<file path="config.mk">
export PLATFORM = sky130hd
export DESIGN_NAME = ldsl_loop_status
export DESIGN_NICKNAME = d
export VERILOG_FILES = /design/src/design/ldsl_loop_status.v /design/src/design/ldsl_settings_store.v
export VERILOG_INCLUDE_DIRS = /design/src /design/src/design
export SDC_FILE = /design/constraint.sdc
export NUM_CORES = 1
export LEC_CHECK = 0
export ABC_AREA = 1
export BUFFER_PORTS_ARGS = -buffer_cell sky130_fd_sc_hd__buf_4
export CELL_PAD_IN_SITES_DETAIL_PLACEMENT = 0
export CELL_PAD_IN_SITES_GLOBAL_PLACEMENT = 1
export CORE_UTILIZATION = 44
export CTS_CLUSTER_SIZE = 20
export DETAILED_ROUTE_END_ITERATION = 7
export GPL_ROUTABILITY_DRIVEN = 0
export HOLD_SLACK_MARGIN = 0.06
export PLACE_DENSITY_LB_ADDON = 0.15
export SLEW_MARGIN = 10
export SYNTH_ARGS = -nofsm -noshare
export SYNTH_HDL_FRONTEND = slang
export SYNTH_SLANG_ARGS = --single-unit
</file>
<file path="constraint.sdc">
create_clock -name clk -period 4.3 [get_ports clk]
set_input_delay 0.215 -clock clk [delete_from_list [all_inputs] [get_ports clk]]
set_output_delay 0.215 -clock clk [all_outputs]
set_load 0.02 [all_outputs]
</file>
<file path="src/design/ldsl_defines.vh">
// Constants of the loop detector status logic: register map, fields, resets, counts
// Assumes inclusion by bare name from the design files
`ifndef LDSL_DEFINES_VH
`define LDSL_DEFINES_VH

// Register byte offsets
`define LDSL_CTRL_ADDR 8'h00
`define LDSL_STATUS_ADDR 8'h04
`define LDSL_MEAS_ADDR 8'h08
`define LDSL_BASE_ADDR 8'h0C
`define LDSL_FAILCNT_ADDR 8'h10
`define LDSL_IRQ_STAT_ADDR 8'h14
`define LDSL_IRQ_EN_ADDR 8'h18
`define LDSL_IRQ_CLR_ADDR 8'h1C
`define LDSL_NVM_ADDR 8'h20

// Control fields
`define LDSL_CTRL_SENS_LSB 0
`define LDSL_CTRL_FREQ_LSB 4
`define LDSL_CTRL_PROG_BIT 8
`define LDSL_CTRL_STEP_UP_BIT 9
`define LDSL_CTRL_STEP_DN_BIT 10
`define LDSL_CTRL_SAVE_BIT 11

// Sensitivity codes: 0..8 levels, then forced call, then channel off
`define LDSL_SENS_LEVELS 4'h9
`define LDSL_SENS_CALL 4'h9
`define LDSL_SENS_OFF 4'hA
`define LDSL_SENS_MAX 4'h8

// Reset values of stored settings
`define LDSL_SENS_RESET 4'h4
`define LDSL_FREQ_RESET 3'h0

// Fault codes shown on the status register
`define LDSL_CODE_NONE 2'h0
`define LDSL_CODE_LOW 2'h1
`define LDSL_CODE_HIGH 2'h2

// Interrupt bits
`define LDSL_IRQ_LOW_BIT 0
`define LDSL_IRQ_HIGH_BIT 1
`define LDSL_IRQ_CALL_BIT 2

// Fault limit is one quarter of the baseline (shift by two)
`define LDSL_FAULT_SHIFT 2
// Threshold at the least sensitive level is baseline shifted right by this
`define LDSL_THRESH_BASE_SHIFT 3

`endif

</file>
<file path="src/design/ldsl_loop_status.v">
// Status and fault logic of a single-channel inductive loop detector, AXI4-Lite slave
// Assumes a measured loop period count, a phase green pin and a 250 MHz clock
//
// Overview of operation
// - Call output decided from processed loop measurement and phase green input
// - Bargraph has exactly eight segments showing relative inductance change
// - First segment lights when change reaches call threshold at selected level
// - Each further level whose threshold is met lights one more segment
// - Settings kept in non-volatile store, changed only by explicit programming
// - Inductance fall of 25 percent or shorted loop gives low failure code
// - Inductance rise of 25 percent or open loop gives high failure code
// - Failure counter increments once per low or high failure event
// - Failure counter cleared by detector reset or power loss
// - Program mode shows live loop oscillator frequency reading
// - Eight loop frequency settings, stepped up or down one at a time
// - Nine sensitivity levels, each step doubles or halves sensitivity
// - Forced call holds call output and disables the oscillator
// - Channel off holds no call and disables the oscillator
`timescale 1ns/1ps
`include "ldsl_defines.vh"
module ldsl_loop_status #(
    parameter MW = 16,
    parameter CW = 8,
    parameter GREEN_BOOST = 1
) (
    // Clock and reset
    input wire clk,
    input wire rst,
    // Loop measurement
    input wire [MW-1:0] loopCount,
    input wire loopCountValid,
    input wire loopShort,
    input wire loopOpen,
    input wire phaseGreen,
    // Detector outputs
    output reg callOut,
    output reg oscEnable,
    output reg [2:0] freqSelect,
    output reg [7:0] bargraph,
    output reg irq,
    // AXI4-Lite write address
    input wire [7:0] s_axi_awaddr,
    input wire s_axi_awvalid,
    output reg s_axi_awready,
    // AXI4-Lite write data
    input wire [31:0] s_axi_wdata,
    input wire [3:0] s_axi_wstrb,
    input wire s_axi_wvalid,
    output reg s_axi_wready,
    // AXI4-Lite write response
    output reg [1:0] s_axi_bresp,
    output reg s_axi_bvalid,
    input wire s_axi_bready,
    // AXI4-Lite read address
    input wire [7:0] s_axi_araddr,
    input wire s_axi_arvalid,
    output reg s_axi_arready,
    // AXI4-Lite read data
    output reg [31:0] s_axi_rdata,
    output reg [1:0] s_axi_rresp,
    output reg s_axi_rvalid,
    input wire s_axi_rready
);
    // Load states for settings out of the store after reset
    localparam LD_ADDR = 3'b001;
    localparam LD_WAIT = 3'b010;
    localparam LD_RUN = 3'b100;

    reg [2:0] loadState;
    reg [3:0] sens;
    reg progMode;
    reg [MW-1:0] baseline;
    reg baseValid;
    reg [MW-1:0] liveCount;
    reg [1:0] faultCode;
    reg [CW-1:0] failCount;
    reg [2:0] irqStat;
    reg [2:0] irqEn;
    reg detect;
    reg [2:0] shortSync;
    reg [2:0] openSync;
    reg [2:0] greenSync;
    reg shortLvl;
    reg openLvl;
    reg greenLvl;
    reg [7:0] awAddr;
    reg awHeld;
    reg [31:0] wData;
    reg [3:0] wStrb;
    reg wHeld;
    reg nvmWr;
    reg [7:0] nvmData;
    wire [7:0] nvmRd;
    wire forcedMode;
    wire [MW-1:0] lowLimit;
    wire [MW-1:0] highLimit;
    wire lowFault;
    wire highFault;
    wire [MW-1:0] delta;
    wire [MW-1:0] quarter;
    wire [1:0] next_faultCode;
    wire newFault;
    wire [7:0] next_bargraph;
    wire wrFire;

    // Settings in the store: sensitivity in bits 3:0, frequency in bits 6:4
    ldsl_settings_store #(
        .WIDTH(8),
        .DEPTH(4),
        .AW(2)
    ) settingsStore (
        .clk(clk),
        .wrEn(nvmWr),
        .wrAddr(2'h0),
        .wrData(nvmData),
        .rdAddr(2'h0),
        .rdData(nvmRd)
    );

    // Pin synchronisers, level changes once stages two and three agree
    always @(posedge clk) begin
        if (rst) begin
            shortSync <= 3'h0;
            openSync <= 3'h0;
            greenSync <= 3'h0;
            shortLvl <= 1'b0;
            openLvl <= 1'b0;
            greenLvl <= 1'b0;
        end else begin
            shortSync <= {shortSync[1:0], loopShort};
            openSync <= {openSync[1:0], loopOpen};
            greenSync <= {greenSync[1:0], phaseGreen};
            if (shortSync[1] == shortSync[2]) shortLvl <= shortSync[2];
            if (openSync[1] == openSync[2]) openLvl <= openSync[2];
            if (greenSync[1] == greenSync[2]) greenLvl <= greenSync[2];
        end
    end

    assign forcedMode = (sens == `LDSL_SENS_CALL) || (sens == `LDSL_SENS_OFF);

    // low limit / high limit at one quarter of the baseline
    assign quarter = baseline >> `LDSL_FAULT_SHIFT;
    assign lowLimit = baseline - quarter;
    assign highLimit = baseline + quarter;
    // Larger inductance gives a longer period count, so count tracks inductance
    assign lowFault = shortLvl || (baseValid && liveCount <= lowLimit);
    assign highFault = openLvl || (baseValid && liveCount >= highLimit);
    assign next_faultCode = forcedMode ? `LDSL_CODE_NONE :
                            lowFault ? `LDSL_CODE_LOW :
                            highFault ? `LDSL_CODE_HIGH : `LDSL_CODE_NONE;
    assign newFault = (next_faultCode != `LDSL_CODE_NONE) && (faultCode == `LDSL_CODE_NONE);

    // Vehicle presence lowers inductance: change is baseline minus live count
    assign delta = (baseValid && liveCount < baseline) ? (baseline - liveCount) : {MW{1'b0}};

    // eight segments, first at call threshold, one per further level
    genvar g;
    generate
        for (g = 0; g < 8; g = g + 1) begin : segGen
            // each level halves the threshold; segment g needs level sens minus g
            localparam [4:0] SEG = g;
            wire [4:0] lvl = {1'b0, sens} - SEG;
            wire [MW-1:0] thr = (baseline >> `LDSL_THRESH_BASE_SHIFT) >> lvl[3:0];
            assign next_bargraph[g] = !forcedMode && !lvl[4] && baseValid &&
                                      (faultCode == `LDSL_CODE_NONE) && (delta >= thr);
        end
    endgenerate

    // Settings load after reset, then measurement, faults and call output
    always @(posedge clk) begin
        if (rst) begin
            loadState <= LD_ADDR;
            sens <= `LDSL_SENS_RESET;
            freqSelect <= `LDSL_FREQ_RESET;
            baseline <= {MW{1'b0}};
            baseValid <= 1'b0;
            liveCount <= {MW{1'b0}};
            faultCode <= `LDSL_CODE_NONE;
            failCount <= {CW{1'b0}};
            detect <= 1'b0;
            callOut <= 1'b0;
            oscEnable <= 1'b0;
            bargraph <= 8'h00;
        end else begin
            case (loadState)
                LD_ADDR: loadState <= LD_WAIT;
                LD_WAIT: begin
                    // settings come back from the store, not from reset
                    if (nvmRd[3:0] <= `LDSL_SENS_OFF) sens <= nvmRd[3:0];
                    freqSelect <= nvmRd[6:4];
                    loadState <= LD_RUN;
                end
                LD_RUN: begin
                    if (nvmWr) begin
                        sens <= nvmData[3:0];
                        freqSelect <= nvmData[6:4];
                    end
                end
                default: loadState <= LD_ADDR;
            endcase
            if (nvmWr) begin
                // New tuning needs a new baseline
                baseValid <= 1'b0;
            end else if (loopCountValid && !forcedMode) begin
                liveCount <= loopCount;
                if (!baseValid) begin
                    baseline <= loopCount;
                    baseValid <= 1'b1;
                end
            end
            faultCode <= next_faultCode;
            // count once per event / saturate
            if (newFault && failCount != {CW{1'b1}}) begin
                failCount <= failCount + 1'b1;
            end
            bargraph <= next_bargraph;
            detect <= next_bargraph[0];
            oscEnable <= (loadState == LD_RUN) && !forcedMode;
            // call from measurement and phase green; override
            if (sens == `LDSL_SENS_CALL) begin
                callOut <= 1'b1;
            end else if (sens == `LDSL_SENS_OFF) begin
                callOut <= 1'b0;
            end else begin
                // Failure forces a call for safety; during green, hold a placed call while delta is nonzero
                callOut <= (faultCode != `LDSL_CODE_NONE) || next_bargraph[0] ||
                           (GREEN_BOOST != 0 && greenLvl && callOut && delta != 0);
            end
        end
    end

    // AXI4-Lite write channel: take address and data in either order
    assign wrFire = awHeld && wHeld && !s_axi_bvalid;
    always @(posedge clk) begin
        if (rst) begin
            s_axi_awready <= 1'b1;
            s_axi_wready <= 1'b1;
            s_axi_bvalid <= 1'b0;
            s_axi_bresp <= 2'h0;
            awHeld <= 1'b0;
            wHeld <= 1'b0;
            awAddr <= 8'h00;
            wData <= 32'h0000_0000;
            wStrb <= 4'h0;
            progMode <= 1'b0;
            irqEn <= 3'h0;
            nvmWr <= 1'b0;
            nvmData <= 8'h00;
        end else begin
            nvmWr <= 1'b0;
            if (s_axi_awvalid && s_axi_awready) begin
                awAddr <= s_axi_awaddr;
                awHeld <= 1'b1;
                s_axi_awready <= 1'b0;
            end
            if (s_axi_wvalid && s_axi_wready) begin
                wData <= s_axi_wdata;
                wStrb <= s_axi_wstrb;
                wHeld <= 1'b1;
                s_axi_wready <= 1'b0;
            end
            if (s_axi_bvalid && s_axi_bready) begin
                s_axi_bvalid <= 1'b0;
                s_axi_awready <= 1'b1;
                s_axi_wready <= 1'b1;
            end
            if (wrFire) begin
                awHeld <= 1'b0;
                wHeld <= 1'b0;
                s_axi_bvalid <= 1'b1;
                s_axi_bresp <= 2'h0;
                case (awAddr)
                    `LDSL_CTRL_ADDR: begin
                        if (wStrb[1]) progMode <= wData[`LDSL_CTRL_PROG_BIT];
                        // only explicit programming writes the store
                        if (wStrb[1] && wData[`LDSL_CTRL_SAVE_BIT] && loadState == LD_RUN) begin
                            nvmWr <= 1'b1;
                            nvmData <= {1'b0, wData[`LDSL_CTRL_FREQ_LSB +: 3],
                                        (wData[3:0] > `LDSL_SENS_OFF) ? sens : wData[3:0]};
                        end else if (wStrb[1] && loadState == LD_RUN &&
                                     (wData[`LDSL_CTRL_STEP_UP_BIT] ||
                                      wData[`LDSL_CTRL_STEP_DN_BIT])) begin
                            // step frequency one setting at a time, saturating
                            nvmWr <= 1'b1;
                            nvmData <= {1'b0,
                                (wData[`LDSL_CTRL_STEP_UP_BIT] && freqSelect != 3'h7) ?
                                    freqSelect + 3'h1 :
                                (wData[`LDSL_CTRL_STEP_DN_BIT] && !wData[`LDSL_CTRL_STEP_UP_BIT]
                                    && freqSelect != 3'h0) ? freqSelect - 3'h1 : freqSelect,
                                sens};
                        end
                    end
                    `LDSL_IRQ_EN_ADDR: if (wStrb[0]) irqEn <= wData[2:0];
                    `LDSL_IRQ_CLR_ADDR: ;
                    `LDSL_STATUS_ADDR, `LDSL_MEAS_ADDR, `LDSL_BASE_ADDR,
                    `LDSL_FAILCNT_ADDR, `LDSL_IRQ_STAT_ADDR, `LDSL_NVM_ADDR: ;
                    default: s_axi_bresp <= 2'h2;
                endcase
            end
        end
    end

    // Sticky interrupt status: events set, write-one clears, set wins
    always @(posedge clk) begin
        if (rst) begin
            irqStat <= 3'h0;
            irq <= 1'b0;
        end else begin
            irqStat <= (irqStat & ~((wrFire && awAddr == `LDSL_IRQ_CLR_ADDR && wStrb[0]) ?
                        wData[2:0] : 3'h0)) |
                       {next_bargraph[0] && !detect,
                        newFault && next_faultCode == `LDSL_CODE_HIGH,
                        newFault && next_faultCode == `LDSL_CODE_LOW};
            irq <= |(irqStat & irqEn);
        end
    end

    // AXI4-Lite read channel, one read at a time
    always @(posedge clk) begin
        if (rst) begin
            s_axi_arready <= 1'b1;
            s_axi_rvalid <= 1'b0;
            s_axi_rdata <= 32'h0000_0000;
            s_axi_rresp <= 2'h0;
        end else begin
            if (s_axi_rvalid && s_axi_rready) begin
                s_axi_rvalid <= 1'b0;
                s_axi_arready <= 1'b1;
            end
            if (s_axi_arvalid && s_axi_arready) begin
                s_axi_arready <= 1'b0;
                s_axi_rvalid <= 1'b1;
                s_axi_rresp <= 2'h0;
                case (s_axi_araddr)
                    `LDSL_CTRL_ADDR:
                        s_axi_rdata <= {23'h0, progMode, 1'b0, freqSelect, sens};
                    `LDSL_STATUS_ADDR:
                        s_axi_rdata <= {20'h0, callOut, oscEnable, faultCode, bargraph};
                    // live frequency reading only in program mode
                    `LDSL_MEAS_ADDR:
                        s_axi_rdata <= progMode ? {{(32-MW){1'b0}}, liveCount} : 32'h0000_0000;
                    `LDSL_BASE_ADDR:
                        s_axi_rdata <= {{(31-MW){1'b0}}, baseValid, baseline};
                    `LDSL_FAILCNT_ADDR: s_axi_rdata <= {{(32-CW){1'b0}}, failCount};
                    `LDSL_IRQ_STAT_ADDR: s_axi_rdata <= {29'h0, irqStat};
                    `LDSL_IRQ_EN_ADDR: s_axi_rdata <= {29'h0, irqEn};
                    `LDSL_IRQ_CLR_ADDR: s_axi_rdata <= 32'h0000_0000;
                    `LDSL_NVM_ADDR: s_axi_rdata <= {24'h0, nvmRd};
                    default: begin
                        s_axi_rdata <= 32'h0000_0000;
                        s_axi_rresp <= 2'h2;
                    end
                endcase
            end
        end
    end
endmodule

</file>
<file path="src/design/ldsl_settings_store.v">
// Non-volatile settings store: a small register array standing in for the memory
// Assumes that only explicit writes change it; rst is deliberately not used on the cells
`timescale 1ns/1ps
module ldsl_settings_store #(
    parameter WIDTH = 8,
    parameter DEPTH = 4,
    parameter AW = 2
) (
    // Clock
    input wire clk,
    // Write port
    input wire wrEn,
    input wire [AW-1:0] wrAddr,
    input wire [WIDTH-1:0] wrData,
    // Read port
    input wire [AW-1:0] rdAddr,
    output reg [WIDTH-1:0] rdData
);
    reg [WIDTH-1:0] cells [0:DEPTH-1];

    // Write on explicit request only, registered read
    always @(posedge clk) begin
        if (wrEn) begin
            cells[wrAddr] <= wrData;
        end
        rdData <= cells[rdAddr];
    end
endmodule

</file>
# --- Word-level counts from Yosys, hierarchy flattened ---
# Memories as Yosys holds them, arrays and structs flattened. A register that Yosys moved wholly into a read port is not among the register bits.
# Index checks and enable logic that the tools add are counted.
totals:
  reg_bits: 158
  n_memories: 1
  mem_bits_rw: 32
  output_inout_bits: 55
op_classes:
  n_reduce_logical: 101
  add_sub_neg: 13
  order_cmp: 13
  mux: 32
  shifts: 8
  bitwise_logic: 8
  eq_ne: 30
mem_list:
  columns: ["memory", "depth", "word_bits", "read_ports", "rd_ports_with_merged_regs", "write_ports", "line_no", "text"]
  rows:
  - ["settingsStore.cells", 4, 8, 1, 1, 1, "ldsl_settings_store.v:19", "reg [WIDTH-1:0] cells [0:DEPTH-1];"]
ops:
  columns: ["op", "count"]
  rows:
  - ["greater-or-equal comparator 16 bit", 9]
  - ["one-hot mux 17 bit (8 select lines)", 1]
  - ["right shift 13 x 4 -> 16 bit", 8]
  - ["== test 8 x 5 -> 1 bit, second input constant", 8]
  - ["logical AND 1 bit", 59]
  - ["== test 8 x 4 -> 1 bit, second input constant", 4]
  - ["two-way mux 16 bit", 2]
  - ["subtractor 4 x 3 -> 5 bit, second input constant", 4]
  - ["OR reduction 9 bit", 2]
  - ["adder 16 x 14 -> 16 bit", 1]
  - ["== test 8 x 3 -> 1 bit, second input constant", 2]
  - ["== test 8 x 6 -> 1 bit, second input constant", 2]
  - ["<= comparator 16 bit", 1]
  - ["zero test 8 bit", 2]
  - ["less-than comparator 16 bit", 1]
  - ["two-way mux 8 bit", 2]
  - ["nonzero test 16 bit", 1]
  - ["subtractor 16 x 14 -> 16 bit", 1]
  - ["subtractor 16 bit", 1]
  - ["AND reduction 3 bit", 5]
  - ["two-way mux 1 bit", 12]
  - ["two-way mux 3 bit", 4]
  - ["two-way mux 4 bit", 3]
  - ["nonzero test 2 bit", 6]
  - ["32 further kinds", 64]

# --- Depth between registers and ports, before layout ---
# Gate-level depths: netlist of the first run.
depth:
  word_depth: 11
  depth_mapped: 30

# --- Modules after synthesis ---
# From an unflattened synthesis of the first run, not the netlist that was laid out.
unflattened:
  hier_cells: 2259
  hier_area_um2: 15163.3
modules_own_cells:
  columns: ["module", "n_inst", "cells_each", "seq_area_each_um2", "area_each_um2"]
  rows:
  - ["ldsl_loop_status", 1, 2118, 2762.6, 13615.6]
  - ["ldsl_settings_store", 1, 141, 1121.1, 1547.7]

# --- Worst setup path before layout of the first run ---
# OpenSTA, ideal clock, no wires.
synth_path:
  kind: "register -> register"
  from: "reg sens[2]"
  to: "reg bargraph[1]"
  path_stages_with_launch: 22
  arrival_ns: 3.434
  path_slack_ns: 0.747
  t_required_ns: 4.181
  cell_sequence: "dfxtp_1 -> clkbuf_1 -> inv_1 -> clkbuf_1 -> ha_1 -> a21oi_1 -> xor2_1 -> clkbuf_1 -> a31oi_1 -> ha_1 -> inv_1 -> nand2_1 -> a21oi_1 -> o21ai_0 -> nand2_1 -> nand2_1 -> a21oi_1 -> o21ai_0 -> nand2_1 -> nand2_1 -> a211oi_1 -> nor2_1"
synth_between:
  elab_chain_len: 7
synth_lines:
  columns: ["item", "line_no", "text"]
  rows:
  - ["start, declared", "ldsl_loop_status.v:70", "reg [3:0] sens;"]
  - ["start signal, assigned", "ldsl_loop_status.v:173", "sens <= `LDSL_SENS_RESET;"]
  - ["start signal, assigned", "ldsl_loop_status.v:189", "if (nvmRd[3:0] <= `LDSL_SENS_OFF) sens <= nvmRd[3:0];"]
  - ["start signal, assigned", "ldsl_loop_status.v:195", "sens <= nvmData[3:0];"]
  - ["parallel branches: the longest is 6 deep, another holds greater-or-equal comparator 16 bit", null, null]
  - ["logical AND 1 bit (*)", "ldsl_loop_status.v:164", "assign next_bargraph[g] = !forcedMode && !lvl[4] && baseValid &&"]
  - ["end signal, assigned", "ldsl_loop_status.v:216", "bargraph <= next_bargraph;"]
  - ["end, declared", "ldsl_loop_status.v:39", "output reg [7:0] bargraph,"]
# Every way passes the cells marked *.
# A chain may end at the register's enable or synchronous reset.

# --- Worst setup path after layout of the first run ---
layout_path:
  from: "reg baseline[0]"
  to: "reg failCount[0]"
layout_between:
  elab_chain_len: 10
layout_lines:
  columns: ["item", "line_no", "text"]
  rows:
  - ["start, declared", "ldsl_loop_status.v:72", "reg [MW-1:0] baseline;"]
  - ["start signal, assigned", "ldsl_loop_status.v:175", "baseline <= {MW{1'b0}};"]
  - ["start signal, assigned", "ldsl_loop_status.v:207", "baseline <= loopCount;"]
  - ["adder 16 x 14 -> 16 bit", "ldsl_loop_status.v:144", "assign highLimit = baseline + quarter;"]
  - ["greater-or-equal comparator 16 bit", "ldsl_loop_status.v:147", "assign highFault = openLvl || (baseValid && liveCount >= highLimit);"]
  - ["logical AND 1 bit", "ldsl_loop_status.v:147", null]
  - ["logical OR 1 bit", "ldsl_loop_status.v:147", null]
  - ["two-way mux 2 bit (no line)", null, null]
  - ["two-way mux 2 bit (no line) (*) (2 in a row)", null, null]
  - ["nonzero test 2 bit (no line) (*)", null, null]
  - ["logical AND 1 bit (*)", "ldsl_loop_status.v:151", "assign newFault = (next_faultCode != `LDSL_CODE_NONE) && (faultCode == `LDSL_CODE_NONE);"]
  - ["logical AND 1 bit (*)", "ldsl_loop_status.v:213", "if (newFault && failCount != {CW{1'b1}}) begin"]
  - ["end signal, assigned", "ldsl_loop_status.v:179", "failCount <= {CW{1'b0}};"]
  - ["end signal, assigned", "ldsl_loop_status.v:214", "failCount <= failCount + 1'b1;"]
  - ["end, declared", "ldsl_loop_status.v:76", "reg [CW-1:0] failCount;"]
# Every way passes the cells marked *; elsewhere a longest branch is shown, timed or not.

==> flow_metrics.tcl, run 1 <==
set metrics [dict create \
    hold_path_class "input port to flip-flop" \
    topRoutingLayerUsed "met4" \
    fillCellCount 3339 \
    ys_types 50 \
    die_h_um 181 \
    synth_seq_area_share_pct 22.0 \
    required_ps 4630 \
    detailedPlacementHpwl_um 37800 \
    worstSetupPathType "flip-flop to flip-flop" \
    p_int_mw 3.37 \
    m1WireLength_um 22100 \
    ff2ff_setup_slack_ps 330 \
    ctsRootBufferMaster "sky130_fd_sc_hd__clkbuf_16" \
    firstDrtPassIters 6 \
    htree_num_levels 4 \
    combinationalPowerShare_pct 50.9 \
    start_util_pct 44.7 \
    timing.critical_path.fanout_max 6 \
    met3_length_um 2190 \
    antenna_found_initial 0 \
    timing_hold_violations_final 0 \
    chip_width_um 181 \
    number_of_enable_type_register_cells_in_the_synthesized_netlist 7 \
    postSynth.asyncResetShare_pct 0 \
    post_route_cells_drive_above_1_share_pct 10.6 \
    grt_first_pass_wirelength_um 73800 \
    synth.area.top_cells "sky130_fd_sc_hd__dfxtp_1 21%, sky130_fd_sc_hd__ha_1 17%, sky130_fd_sc_hd__nand2_1 12%, sky130_fd_sc_hd__inv_1 7.6%, sky130_fd_sc_hd__a21oi_1 7.3%" \
    drc_errors 0 \
    timing.critical_path.from_type "flip-flop" \
    synth_top_cell_area_share_pct 20.6 \
    yosys_warnings 0 \
    avgSynthCellArea_um2 6.49 \
    switching_share_pct 45.0 \
    syn_inst 2177 \
    result_of_the_run "finished, final reports clean" \
    met2_wirelength_um 21700 \
    synth_cell_area_mm2 0.0141 \
    hold_depth 3 \
    critPathMaxStageDelay_ps 420 \
    cts_tree "done" \
    finalSetupViolations 0 \
    p_leak_nw 8.15 \
    max_clock_freq_ghz 0.252 \
    synth.cells.most_frequent "459 x sky130_fd_sc_hd__nand2_1, 285 x sky130_fd_sc_hd__inv_1, 213 x sky130_fd_sc_hd__nor2_1" \
    final.hold.worst_slack_ps 65.5 \
    antenna_cells 0 \
    area.growth.synth_to_final_pct 14.9 \
    unrepaired_setup_endpoints_after_global_routing "false" \
    critical_path.cell_chain "inv_1, ha_1, fa_1, o31ai_1, nand2_1, nand2_1, a21oi_1, o21ai_2, a21boi_1, o21ai_2, xor2_1, ha_1, nand4_1, a21oi_1, nor2_1, nand2_1, nand2_1, a21oi_1, buf_4, a21oi_2, buf_4, nand4_1, nand2_1, nor2_1" \
    postSynthRegisterBits 152 \
    worst_slew_pin_slew_ps 1220 \
    insertion_delay_ps 440 \
    place_ws_ps 86.0 \
    timing.critical_path.buf_inv 3 \
    placement.io_buffers 93 \
    critPathCaptureType "flip-flop" \
    relSlewSlack_pct 18.6 \
    wirelength_um 47300 \
    cap_violations 0 \
    cp_slowest_cell "sky130_fd_sc_hd__fa_1" \
    design.portCount 134 \
    detailedRoute.firstIterationViolations 1314 \
    crit_top_cell "sky130_fd_sc_hd__nand2_1" \
    timing.final.max_slew_violations 0 \
    path_delay_family "compound AO/OA/AOI/OAI gates" \
    power_per_cell_area_mw_per_mm2 378 \
    vdd.ir_drop.worst_uv 264 \
    total_switching_power_mw 2.76 \
    synth_area_leader_cell "sky130_fd_sc_hd__dfxtp_1" \
    grt_pass1_vias 13800 \
    drt.antenna.violating_nets 0 \
    design_area_final_mm2 0.0162 \
    power_frac_seq_pct 26.0 \
    cts_buffers 17 \
    global_route.usage.total_pct 28.7 \
    detailroute.via_count 14800 \
    worst-endpoint-arrival_ps 4300 \
    worstRegToRegCells 24 \
    final.setup_skew_ps 14.6 \
    design.die.area_mm2 0.0328 \
    totalNegativeSetupSlack_ps 0 \
    gr-total-overflow 0 \
    synth.most_common_cell "sky130_fd_sc_hd__nand2_1" \
    numClockSinks 152 \
    clk_pin_slew_worst_paths_ps 70 \
    pwr-share-clk_pct 23.1 \
    placedInstanceArea_mm2 0.0154 \
    pnr_worst_setup_slack_ps 331 \
    period_needed_ps 3970 \
    final_nets 2577 \
    grt_max_degree 78 \
    route.detailed.vias_per_inst 5.45 \
    total_power_consumption_of_the_routed_design_mw 6.13 \
    floorplan.core_area_mm2 0.0316 \
    layout_worst_path_cycle_share_pct 92.3 \
    critical_path_depth 24 \
    wl_per_cell_um 17.4 \
    rows 65 \
    postSynth.topFlopCell "sky130_fd_sc_hd__dfxtp_1" \
    clockBufferDepth 2 \
]
[what timing repair did]
action,4_1_cts,5_1_grt
hold buffers,18,0
setup endpoints to repair,0,17
buffers inserted,0,1
gates resized for setup,0,20
hold endpoints to repair,19,0
[worst paths after layout]
check / startpoint / end
worst max register to register: baseline[0] / failCount[0]
worst min-delay path: s_axi_awaddr[3] / awAddr[3]
worst max-delay path: baseline[0] / failCount[0]
worst min register to register: settingsStore.cells[0][0] / settingsStore.rdData[0]
[final cells by class]
type | count | area [um^2] | share of cell area (%)
clock buffer | 18 | 429 | 2.65
inverter | 295 | 1110 | 6.83
multi-input combinational | 1656 | 9580 | 59.1
timing repair buffer | 176 | 1370 | 8.42
clock inverter | 14 | 116 | 0.717
tap | 402 | 503 | 3.10
sequential | 152 | 3120 | 19.2
[stage by stage]
step / util [%] / instances
after global routing: 51.4 / 2713
after floorplan: - / 2193
after global placement: 48.9 / 2662
after CTS: 51.2 / 2712
after detailed placement: 48.9 / 2662
final: 51.4 / 2713
[metal layers]
metal,GRT usage (%),up-vias
met2,47.4,375
met3,3.63,73
met4,9.15,0
met5,0,-
li1,-,7504
met1,38.6,6844
[power by group through the flow]
stage / clock [mW] / sequential (mW) / combinational (mW)
after floorplan: 0 / 1.61 / 2.17
after global placement: 0 / 1.62 / 3.00
after detailed placement: 0 / 1.62 / 3.04
after CTS: 1.43 / 1.59 / 3.07
after global routing: 1.50 / 1.60 / 3.54
final: 1.42 / 1.59 / 3.12
[cell families (layout without fill, tap and decap cells)]
| group | after synthesis | in the layout | share of synthesized area, % |
|---|---|---|---|
| adder cells (fa/ha/maj) | 200 | 200 | 17.9 |
| flip-flops | 152 | 152 | 22.0 |
| AO/OA/AOI/OAI | 526 | 526 | 20.7 |
| other | 1 | 17 | 0.0266 |
| XOR/XNOR | 42 | 42 | 2.61 |
| AND/OR/NAND/NOR | 871 | 871 | 25.7 |
| buffers and inverters | 385 | 503 | 11.0 |
[registers in the layout, indices dropped and copies added (netlist names), 2 cells and up]
register and count:
bargraph 8, awAddr 8, greenSync 3, wData 11, baseline 16, irqStat 3, settingsStore.rdData 7, nvmData 7
irqEn 3, faultCode 2, liveCount 16, wStrb 2, sens 4, freqSelect 3, loadState 3, shortSync 3
s_axi_rdata 17, openSync 3, failCount 8, settingsStore.cells 7
[cells in the final DEF, fill, tap and decap left out, types with 6 or more instances in the layout]
master	n
sky130_fd_sc_hd__o21ai_0	189
sky130_fd_sc_hd__o22ai_1	22
sky130_fd_sc_hd__a21oi_2	9
sky130_fd_sc_hd__o21ai_2	7
sky130_fd_sc_hd__a21oi_1	199
sky130_fd_sc_hd__nand4_1	41
sky130_fd_sc_hd__edfxtp_1	7
sky130_fd_sc_hd__nor3_1	37
sky130_fd_sc_hd__nor2_1	210
sky130_fd_sc_hd__xor2_1	38
sky130_fd_sc_hd__a31oi_1	24
sky130_fd_sc_hd__o211ai_1	28
sky130_fd_sc_hd__dfxtp_1	142
sky130_fd_sc_hd__nand2_2	9
sky130_fd_sc_hd__buf_4	158
sky130_fd_sc_hd__inv_2	6
sky130_fd_sc_hd__dlygate4sd3_1	18
sky130_fd_sc_hd__or2_2	6
sky130_fd_sc_hd__inv_1	284
sky130_fd_sc_hd__o31ai_1	6
sky130_fd_sc_hd__conb_1	17
sky130_fd_sc_hd__a211oi_1	10
sky130_fd_sc_hd__nand3_1	88
sky130_fd_sc_hd__o21ai_1	9
sky130_fd_sc_hd__clkbuf_16	17
sky130_fd_sc_hd__nand2_1	459
sky130_fd_sc_hd__ha_1	196
[worst register-to-register path, cell delays in order, from the launching register on]
cell and delay [ps]:
sky130_fd_sc_hd__dfxtp_1 330, sky130_fd_sc_hd__inv_1 100, sky130_fd_sc_hd__ha_1 240, sky130_fd_sc_hd__fa_1 420, sky130_fd_sc_hd__o31ai_1 420, sky130_fd_sc_hd__nand2_1 90
sky130_fd_sc_hd__nand2_1 80, sky130_fd_sc_hd__a21oi_1 120, sky130_fd_sc_hd__o21ai_2 170, sky130_fd_sc_hd__a21boi_1 130, sky130_fd_sc_hd__o21ai_2 140, sky130_fd_sc_hd__xor2_1 160
sky130_fd_sc_hd__ha_1 250, sky130_fd_sc_hd__nand4_1 130, sky130_fd_sc_hd__a21oi_1 50, sky130_fd_sc_hd__nor2_1 100, sky130_fd_sc_hd__nand2_1 60, sky130_fd_sc_hd__nand2_1 50
sky130_fd_sc_hd__a21oi_1 60, sky130_fd_sc_hd__buf_4 160, sky130_fd_sc_hd__a21oi_2 210, sky130_fd_sc_hd__buf_4 180, sky130_fd_sc_hd__nand4_1 70, sky130_fd_sc_hd__nand2_1 70
sky130_fd_sc_hd__nor2_1 60
Note: power is estimated with default switching activity, not from simulation.
==> run 2, diff against run 1 <==
Settings changed: CELL_PAD_IN_SITES_DETAIL_PLACEMENT 0 to 2, CELL_PAD_IN_SITES_GLOBAL_PLACEMENT 1 to 2, CORE_UTILIZATION 44 to 34, SLEW_MARGIN 10 to 20.
==> run 2 against run 1 <==
  * Core utilization fell by 11 points
  * Worst setup slack got worse by 130 ps
  * First-iteration DRC count fell by 51%
  * Non-clock buffer count rose by 17
  * Via count rose by 6.2%
  * Critical endpoint is now irqStat[1]
  * Clock skew barely moved
  * Largest power group unchanged
  * Combinational power rose by 9.9%
  * Sequential power barely moved
  * Final area rose by 2.4%
  * Maximum frequency fell by 3.1%
  * Clock power rose by 6%
  * Critical path type unchanged
==> flow_metrics.tcl, run 2 (same netlist as run 1, synthesis figures left out) <==
set metrics [dict create \
    final.setup_skew_ps 14.1 \
    insertion_delay_ps 450 \
    required_ps 4670 \
    period_needed_ps 4100 \
    start_util_pct 34.5 \
    fin_util_pct 40.6 \
    design.portCount 134 \
    clockBufferDepth 2 \
    dp_cells 2806 \
    ctsRootBufferMaster "sky130_fd_sc_hd__clkbuf_16" \
    chip_width_um 206 \
    place_ws_ps -64.9 \
    clk_pin_slew_worst_paths_ps 60 \
    total_power_consumption_of_the_routed_design_mw 6.55 \
    worstSetupPathType "flip-flop to flip-flop" \
    pnr_worst_setup_slack_ps 205 \
    firstDrtPassIters 5 \
    floorplan.core_area_mm2 0.0409 \
    finalSetupViolations 0 \
    timing.critical_path.fanout_max 7 \
    grt_first_pass_wirelength_um 95000 \
    design.die.area_mm2 0.0423 \
    worst-endpoint-arrival_ps 4470 \
    detailedRoute.firstIterationViolations 644 \
    timing_hold_violations_final 0 \
    drt.antenna.violating_nets 0 \
    max_clock_freq_ghz 0.244 \
    stdcell_count 2860 \
    hold_path_class "input port to flip-flop" \
    final_nets 2594 \
    grt_max_degree 52 \
    post_route_cells_drive_above_1_share_pct 11.6 \
    wl_per_cell_um 21.7 \
    worst_slew_pin_slew_ps 970 \
    detailedPlacementHpwl_um 48300 \
    area.growth.synth_to_final_pct 17.7 \
    rows 74 \
    timing.final.max_slew_violations 0 \
    unrepaired_setup_endpoints_after_global_routing "true" \
    relSlewSlack_pct 35.3 \
    layout.cells.most_common "sky130_fd_sc_hd__nand2_1" \
    layout_worst_path_cycle_share_pct 95.2 \
    numClockSinks 152 \
    vdd.ir_drop.worst_uv 251 \
    global_route.usage.total_pct 29.5 \
    critPathCaptureType "flip-flop" \
    placedInstanceArea_mm2 0.0157 \
    placement.io_buffers 93 \
    totalNegativeSetupSlack_ps 0 \
    die_h_um 206 \
    htree_num_levels 4 \
    timing.critical_path.from_type "flip-flop" \
    antenna_found_initial 0 \
    largest_registers "s_axi_rdata (17), baseline (16), liveCount (16)" \
    final.hold.worst_slack_ps 69.0 \
    p_leak_nw 8.27 \
    power_per_cell_area_mw_per_mm2 394 \
    wirelength_um 62200 \
    largest_register_by_flop_count "s_axi_rdata" \
    route.detailed.vias_per_inst 5.49 \
    detailroute.via_count 15700 \
    leading_cell_types_in_the_layout_fill_and_taps_excluded "458 x sky130_fd_sc_hd__nand2_1, 283 x sky130_fd_sc_hd__inv_1, 210 x sky130_fd_sc_hd__nor2_1, 196 x sky130_fd_sc_hd__a21oi_1, 195 x sky130_fd_sc_hd__ha_1" \
    gr-total-overflow 0 \
    grt_pass1_vias 16600 \
    cts_tree "done" \
    max_ffs_per_register 17 \
    result_of_the_run "finished, final reports clean" \
    drc_errors 0 \
    design_area_final_mm2 0.0166 \
    cts_buffers 17 \
    cap_violations 0 \
]
==> run 2: worst max-delay path: stages (launching register included) <==
cell                       delay [ps]
sky130_fd_sc_hd__dfxtp_1          330
sky130_fd_sc_hd__buf_4            180
sky130_fd_sc_hd__ha_2             340
sky130_fd_sc_hd__a21oi_1          330
sky130_fd_sc_hd__o31ai_4          140
sky130_fd_sc_hd__nand2_1           80
sky130_fd_sc_hd__nand2_1           60
sky130_fd_sc_hd__a21oi_2          240
sky130_fd_sc_hd__o21ai_2          100
sky130_fd_sc_hd__a21boi_1         280
sky130_fd_sc_hd__o21ai_2          100
sky130_fd_sc_hd__xor2_1           160
sky130_fd_sc_hd__ha_1             280
sky130_fd_sc_hd__nand4_1          170
sky130_fd_sc_hd__nor2_2           220
sky130_fd_sc_hd__nand2_1           90
sky130_fd_sc_hd__nand2_1           60
sky130_fd_sc_hd__nand2_1           80
sky130_fd_sc_hd__a21oi_2          210
sky130_fd_sc_hd__buf_4            160
sky130_fd_sc_hd__nand2_1           60
sky130_fd_sc_hd__nor3_2           190
sky130_fd_sc_hd__nand2_1           90
sky130_fd_sc_hd__o21ai_0           80
==> run 2: what timing repair did <==
action                                  CTS  global route
hold buffers                             20             1
setup buffers                             0             1
endpoints found under the setup margin   11            17
endpoints found under the hold margin    22             1
resized for setup                         7            29
pin swaps                                 0             1
==> run 2: metal layers <==
layer  vias up  part of all wire (%)  track usage [%]
met5         -                     0                0
met4         0                   2.8             8.72
met3        95                   2.5             3.03
met2       292                    50             53.3
met1      7795                    45             36.5
li1       7532                     -                -
==> run 2: where the power goes <==
| part | switching (mW) | internal, mW | leakage, nW |
|---|---|---|---|
| logic | 2.26 | 1.17 | 6.73 |
| registers | 0.0968 | 1.50 | 1.26 |
| clock network | 0.631 | 0.884 | 0.279 |
==> run 2: path summary, 6_finish.rpt <==
check | start | slack [ps] | depth (start not counted) | end
max | baseline[3] | 200 | 23 | irqStat[1]
min | s_axi_awaddr[4] | 70 | 3 | awAddr[4]
max reg2reg | baseline[3] | 200 | 23 | irqStat[1]
min reg2reg | settingsStore.cells[0][5] | 340 | 0 | settingsStore.rdData[5]
==> run 2: area by class of cell <==
cell class                 count  area, um^2
tap                          532         666
multi-input combinational   1656        9640
timing repair buffer         193        1510
antenna                        1        2.50
sequential                   152        3120
fill                        5055       24300
inverter                     295        1110
clock buffer                  24         472
clock inverter                 7        96.3
==> run 3, diff against run 2 <==
Settings changed: REMOVE_ABC_BUFFERS from default to 1, TNS_END_PERCENT from default to 20.
==> run 3 against run 2 <==
  * Die area unchanged
  * Core utilization up 0.35 points
  * Non-clock buffer count up 11
  * Combinational power up 1%
  * Routed wire length up 1.1%
  * Clock skew down 7.3 ps
  * Largest power group unchanged
  * Highest routed layer unchanged
==> flow_metrics.tcl, run 3 (same netlist as run 1, synthesis figures left out) <==
set metrics [dict create \
    timing_hold_violations_final 0 \
    relSlewSlack_pct 31.9 \
    worstSetupPathType "flip-flop to flip-flop" \
    wl_per_cell_um 21.9 \
    layout.cells.most_common "sky130_fd_sc_hd__nand2_1" \
    antenna_cells 0 \
    clk_pin_slew_worst_paths_ps 70 \
    p_leak_nw 8.34 \
    rows 74 \
    wirelength_um 62900 \
    drc_errors 0 \
    totalNegativeSetupSlack_ps 0 \
    placement.io_buffers 93 \
    grt_first_pass_wirelength_um 96100 \
    design_area_final_mm2 0.0168 \
    htree_num_levels 4 \
    required_ps 4680 \
    power_per_cell_area_mw_per_mm2 397 \
    path_delay_family "compound AO/OA/AOI/OAI gates" \
    vdd.ir_drop.worst_uv 257 \
    critPathCaptureType "flip-flop" \
    detailedRoute.firstIterationViolations 670 \
    area.growth.synth_to_final_pct 18.7 \
    result_of_the_run "finished, final reports clean" \
    firstDrtPassIters 7 \
    worst_slew_pin_slew_ps 1020 \
    cap_violations 0 \
    design.portCount 134 \
    place_ws_ps -173 \
    largest_registers "s_axi_rdata (17), baseline (16), liveCount (16)" \
    crit_start "baseline[0]" \
    design.die.area_mm2 0.0423 \
    hold_path_class "input port to flip-flop" \
    leading_cell_types_in_the_layout_fill_and_taps_excluded "459 x sky130_fd_sc_hd__nand2_1, 284 x sky130_fd_sc_hd__inv_1, 206 x sky130_fd_sc_hd__nor2_1, 196 x sky130_fd_sc_hd__a21oi_1, 196 x sky130_fd_sc_hd__ha_1" \
    grt_max_degree 53 \
    critPathMaxStageDelay_ps 440 \
    timing.final.max_slew_violations 0 \
    crit_top_cell "sky130_fd_sc_hd__nand2_1" \
    post_route_cells_drive_above_1_share_pct 12.1 \
    cp_slowest_cell "sky130_fd_sc_hd__fa_1" \
    gr-total-overflow 0 \
    ctsRootBufferMaster "sky130_fd_sc_hd__clkbuf_16" \
    pnr_worst_setup_slack_ps 203 \
    insertion_delay_ps 460 \
    worst-endpoint-arrival_ps 4480 \
    max_clock_freq_ghz 0.244 \
    chip_width_um 206 \
    timing.critical_path.from_type "flip-flop" \
    route.detailed.vias_per_inst 5.52 \
    floorplan.core_area_mm2 0.0409 \
    detailedPlacementHpwl_um 49300 \
    placedInstanceArea_mm2 0.0157 \
    drt.antenna.violating_nets 0 \
    r2r_start "baseline[0]" \
    critical_path.cell_chain "inv_1, ha_1, fa_1, o31ai_2, nand2_1, nand2_1, a21oi_2, o21ai_0, xor2_1, ha_1, nand2_1, o21ai_0, nor2_1, nand2_1, nand2_1, a21oi_4, buf_4, nand2_1, nor3_2, nand2_1, o21ai_0" \
    cts_tree "done" \
    final_nets 2605 \
    clockBufferDepth 2 \
    timing.critical_path.fanout_max 4 \
    antenna_found_initial 0 \
    layout_worst_path_cycle_share_pct 95.3 \
    grt_pass1_vias 17200 \
    die_h_um 206 \
    largest_register_by_flop_count "s_axi_rdata" \
    max_ffs_per_register 17 \
    global_route.usage.total_pct 29.7 \
    detailroute.via_count 15800 \
    timing.critical_path.buf_inv 2 \
    hp-start "loopCount[13]" \
    final.setup_skew_ps 6.83 \
    cts_buffers 17 \
    start_util_pct 34.5 \
    numClockSinks 152 \
    period_needed_ps 4100 \
    finalSetupViolations 0 \
]
## run 3: cell type report
class / count / area, um^2
fillers: 5022 / 24200
well taps: 532 / 666
clock buffers: 20 / 467
inverters: 295 / 1110
flip-flops and latches: 152 / 3120
clock inverters: 12 / 138
repair buffers: 204 / 1600
multi-input cells: 1656 / 9660
## run 3: what timing repair did
| item | CTS | global route |
|---|---|---|
| gates cloned | 0 | 0 |
| buffers inserted | 0 | 2 |
| setup endpoints to repair | 11 | 17 |
| hold buffers | 24 | 0 |
| hold endpoints to repair | 25 | 0 |
| pin swaps | 0 | 4 |
| gates resized for setup | 9 | 29 |
## run 3: report_power, final
part / total, mW / switching, mW / internal (mW)
Combinational: 3.47 / 2.28 / 1.19
Clock: 1.58 / 0.671 / 0.908
Sequential: 1.60 / 0.101 / 1.50
Total: 6.65 / 3.05 / 3.60
## run 3: final timing paths
| check | cells after the start | end | slack, ps |
|---|---|---|---|
| min reg2reg | 0 | settingsStore.rdData[3] | 340 |
| min | 3 | baseline[13] | 70 |
| max reg2reg | 21 | irqStat[1] | 200 |
| max | 21 | irqStat[1] | 200 |
## run 3: layer usage
metal  part of all wire (%)  global-route usage (%)  vias to the layer above  routed length [um]
met2                     49                    52.8                      298               31000
li1                       -                       -                     7535                   -
met5                      0                       0                        -                   0
met4                    3.3                    9.40                        0                2050
met3                    3.3                    4.09                      119                2090
met1                     44                    36.6                     7889               27800
## run 3: worst min-delay path: stages
cell                      delay (ps)
sky130_fd_sc_hd__buf_4            80
sky130_fd_sc_hd__o21ai_0          70
sky130_fd_sc_hd__a21oi_1         120
## run 3: stage by stage
stage	hold slack, ps	utilization, %	instances	total power, mW
6_report	71.5	40.9	2871	6.65
4_1_cts	60.2	40.6	2869	6.62
2_1_floorplan	277	-	2103	3.71
3_5_place_dp	328	38.5	2813	4.99
5_1_grt	75.3	40.9	2871	7.13
3_3_place_gp	324	38.5	2813	4.78
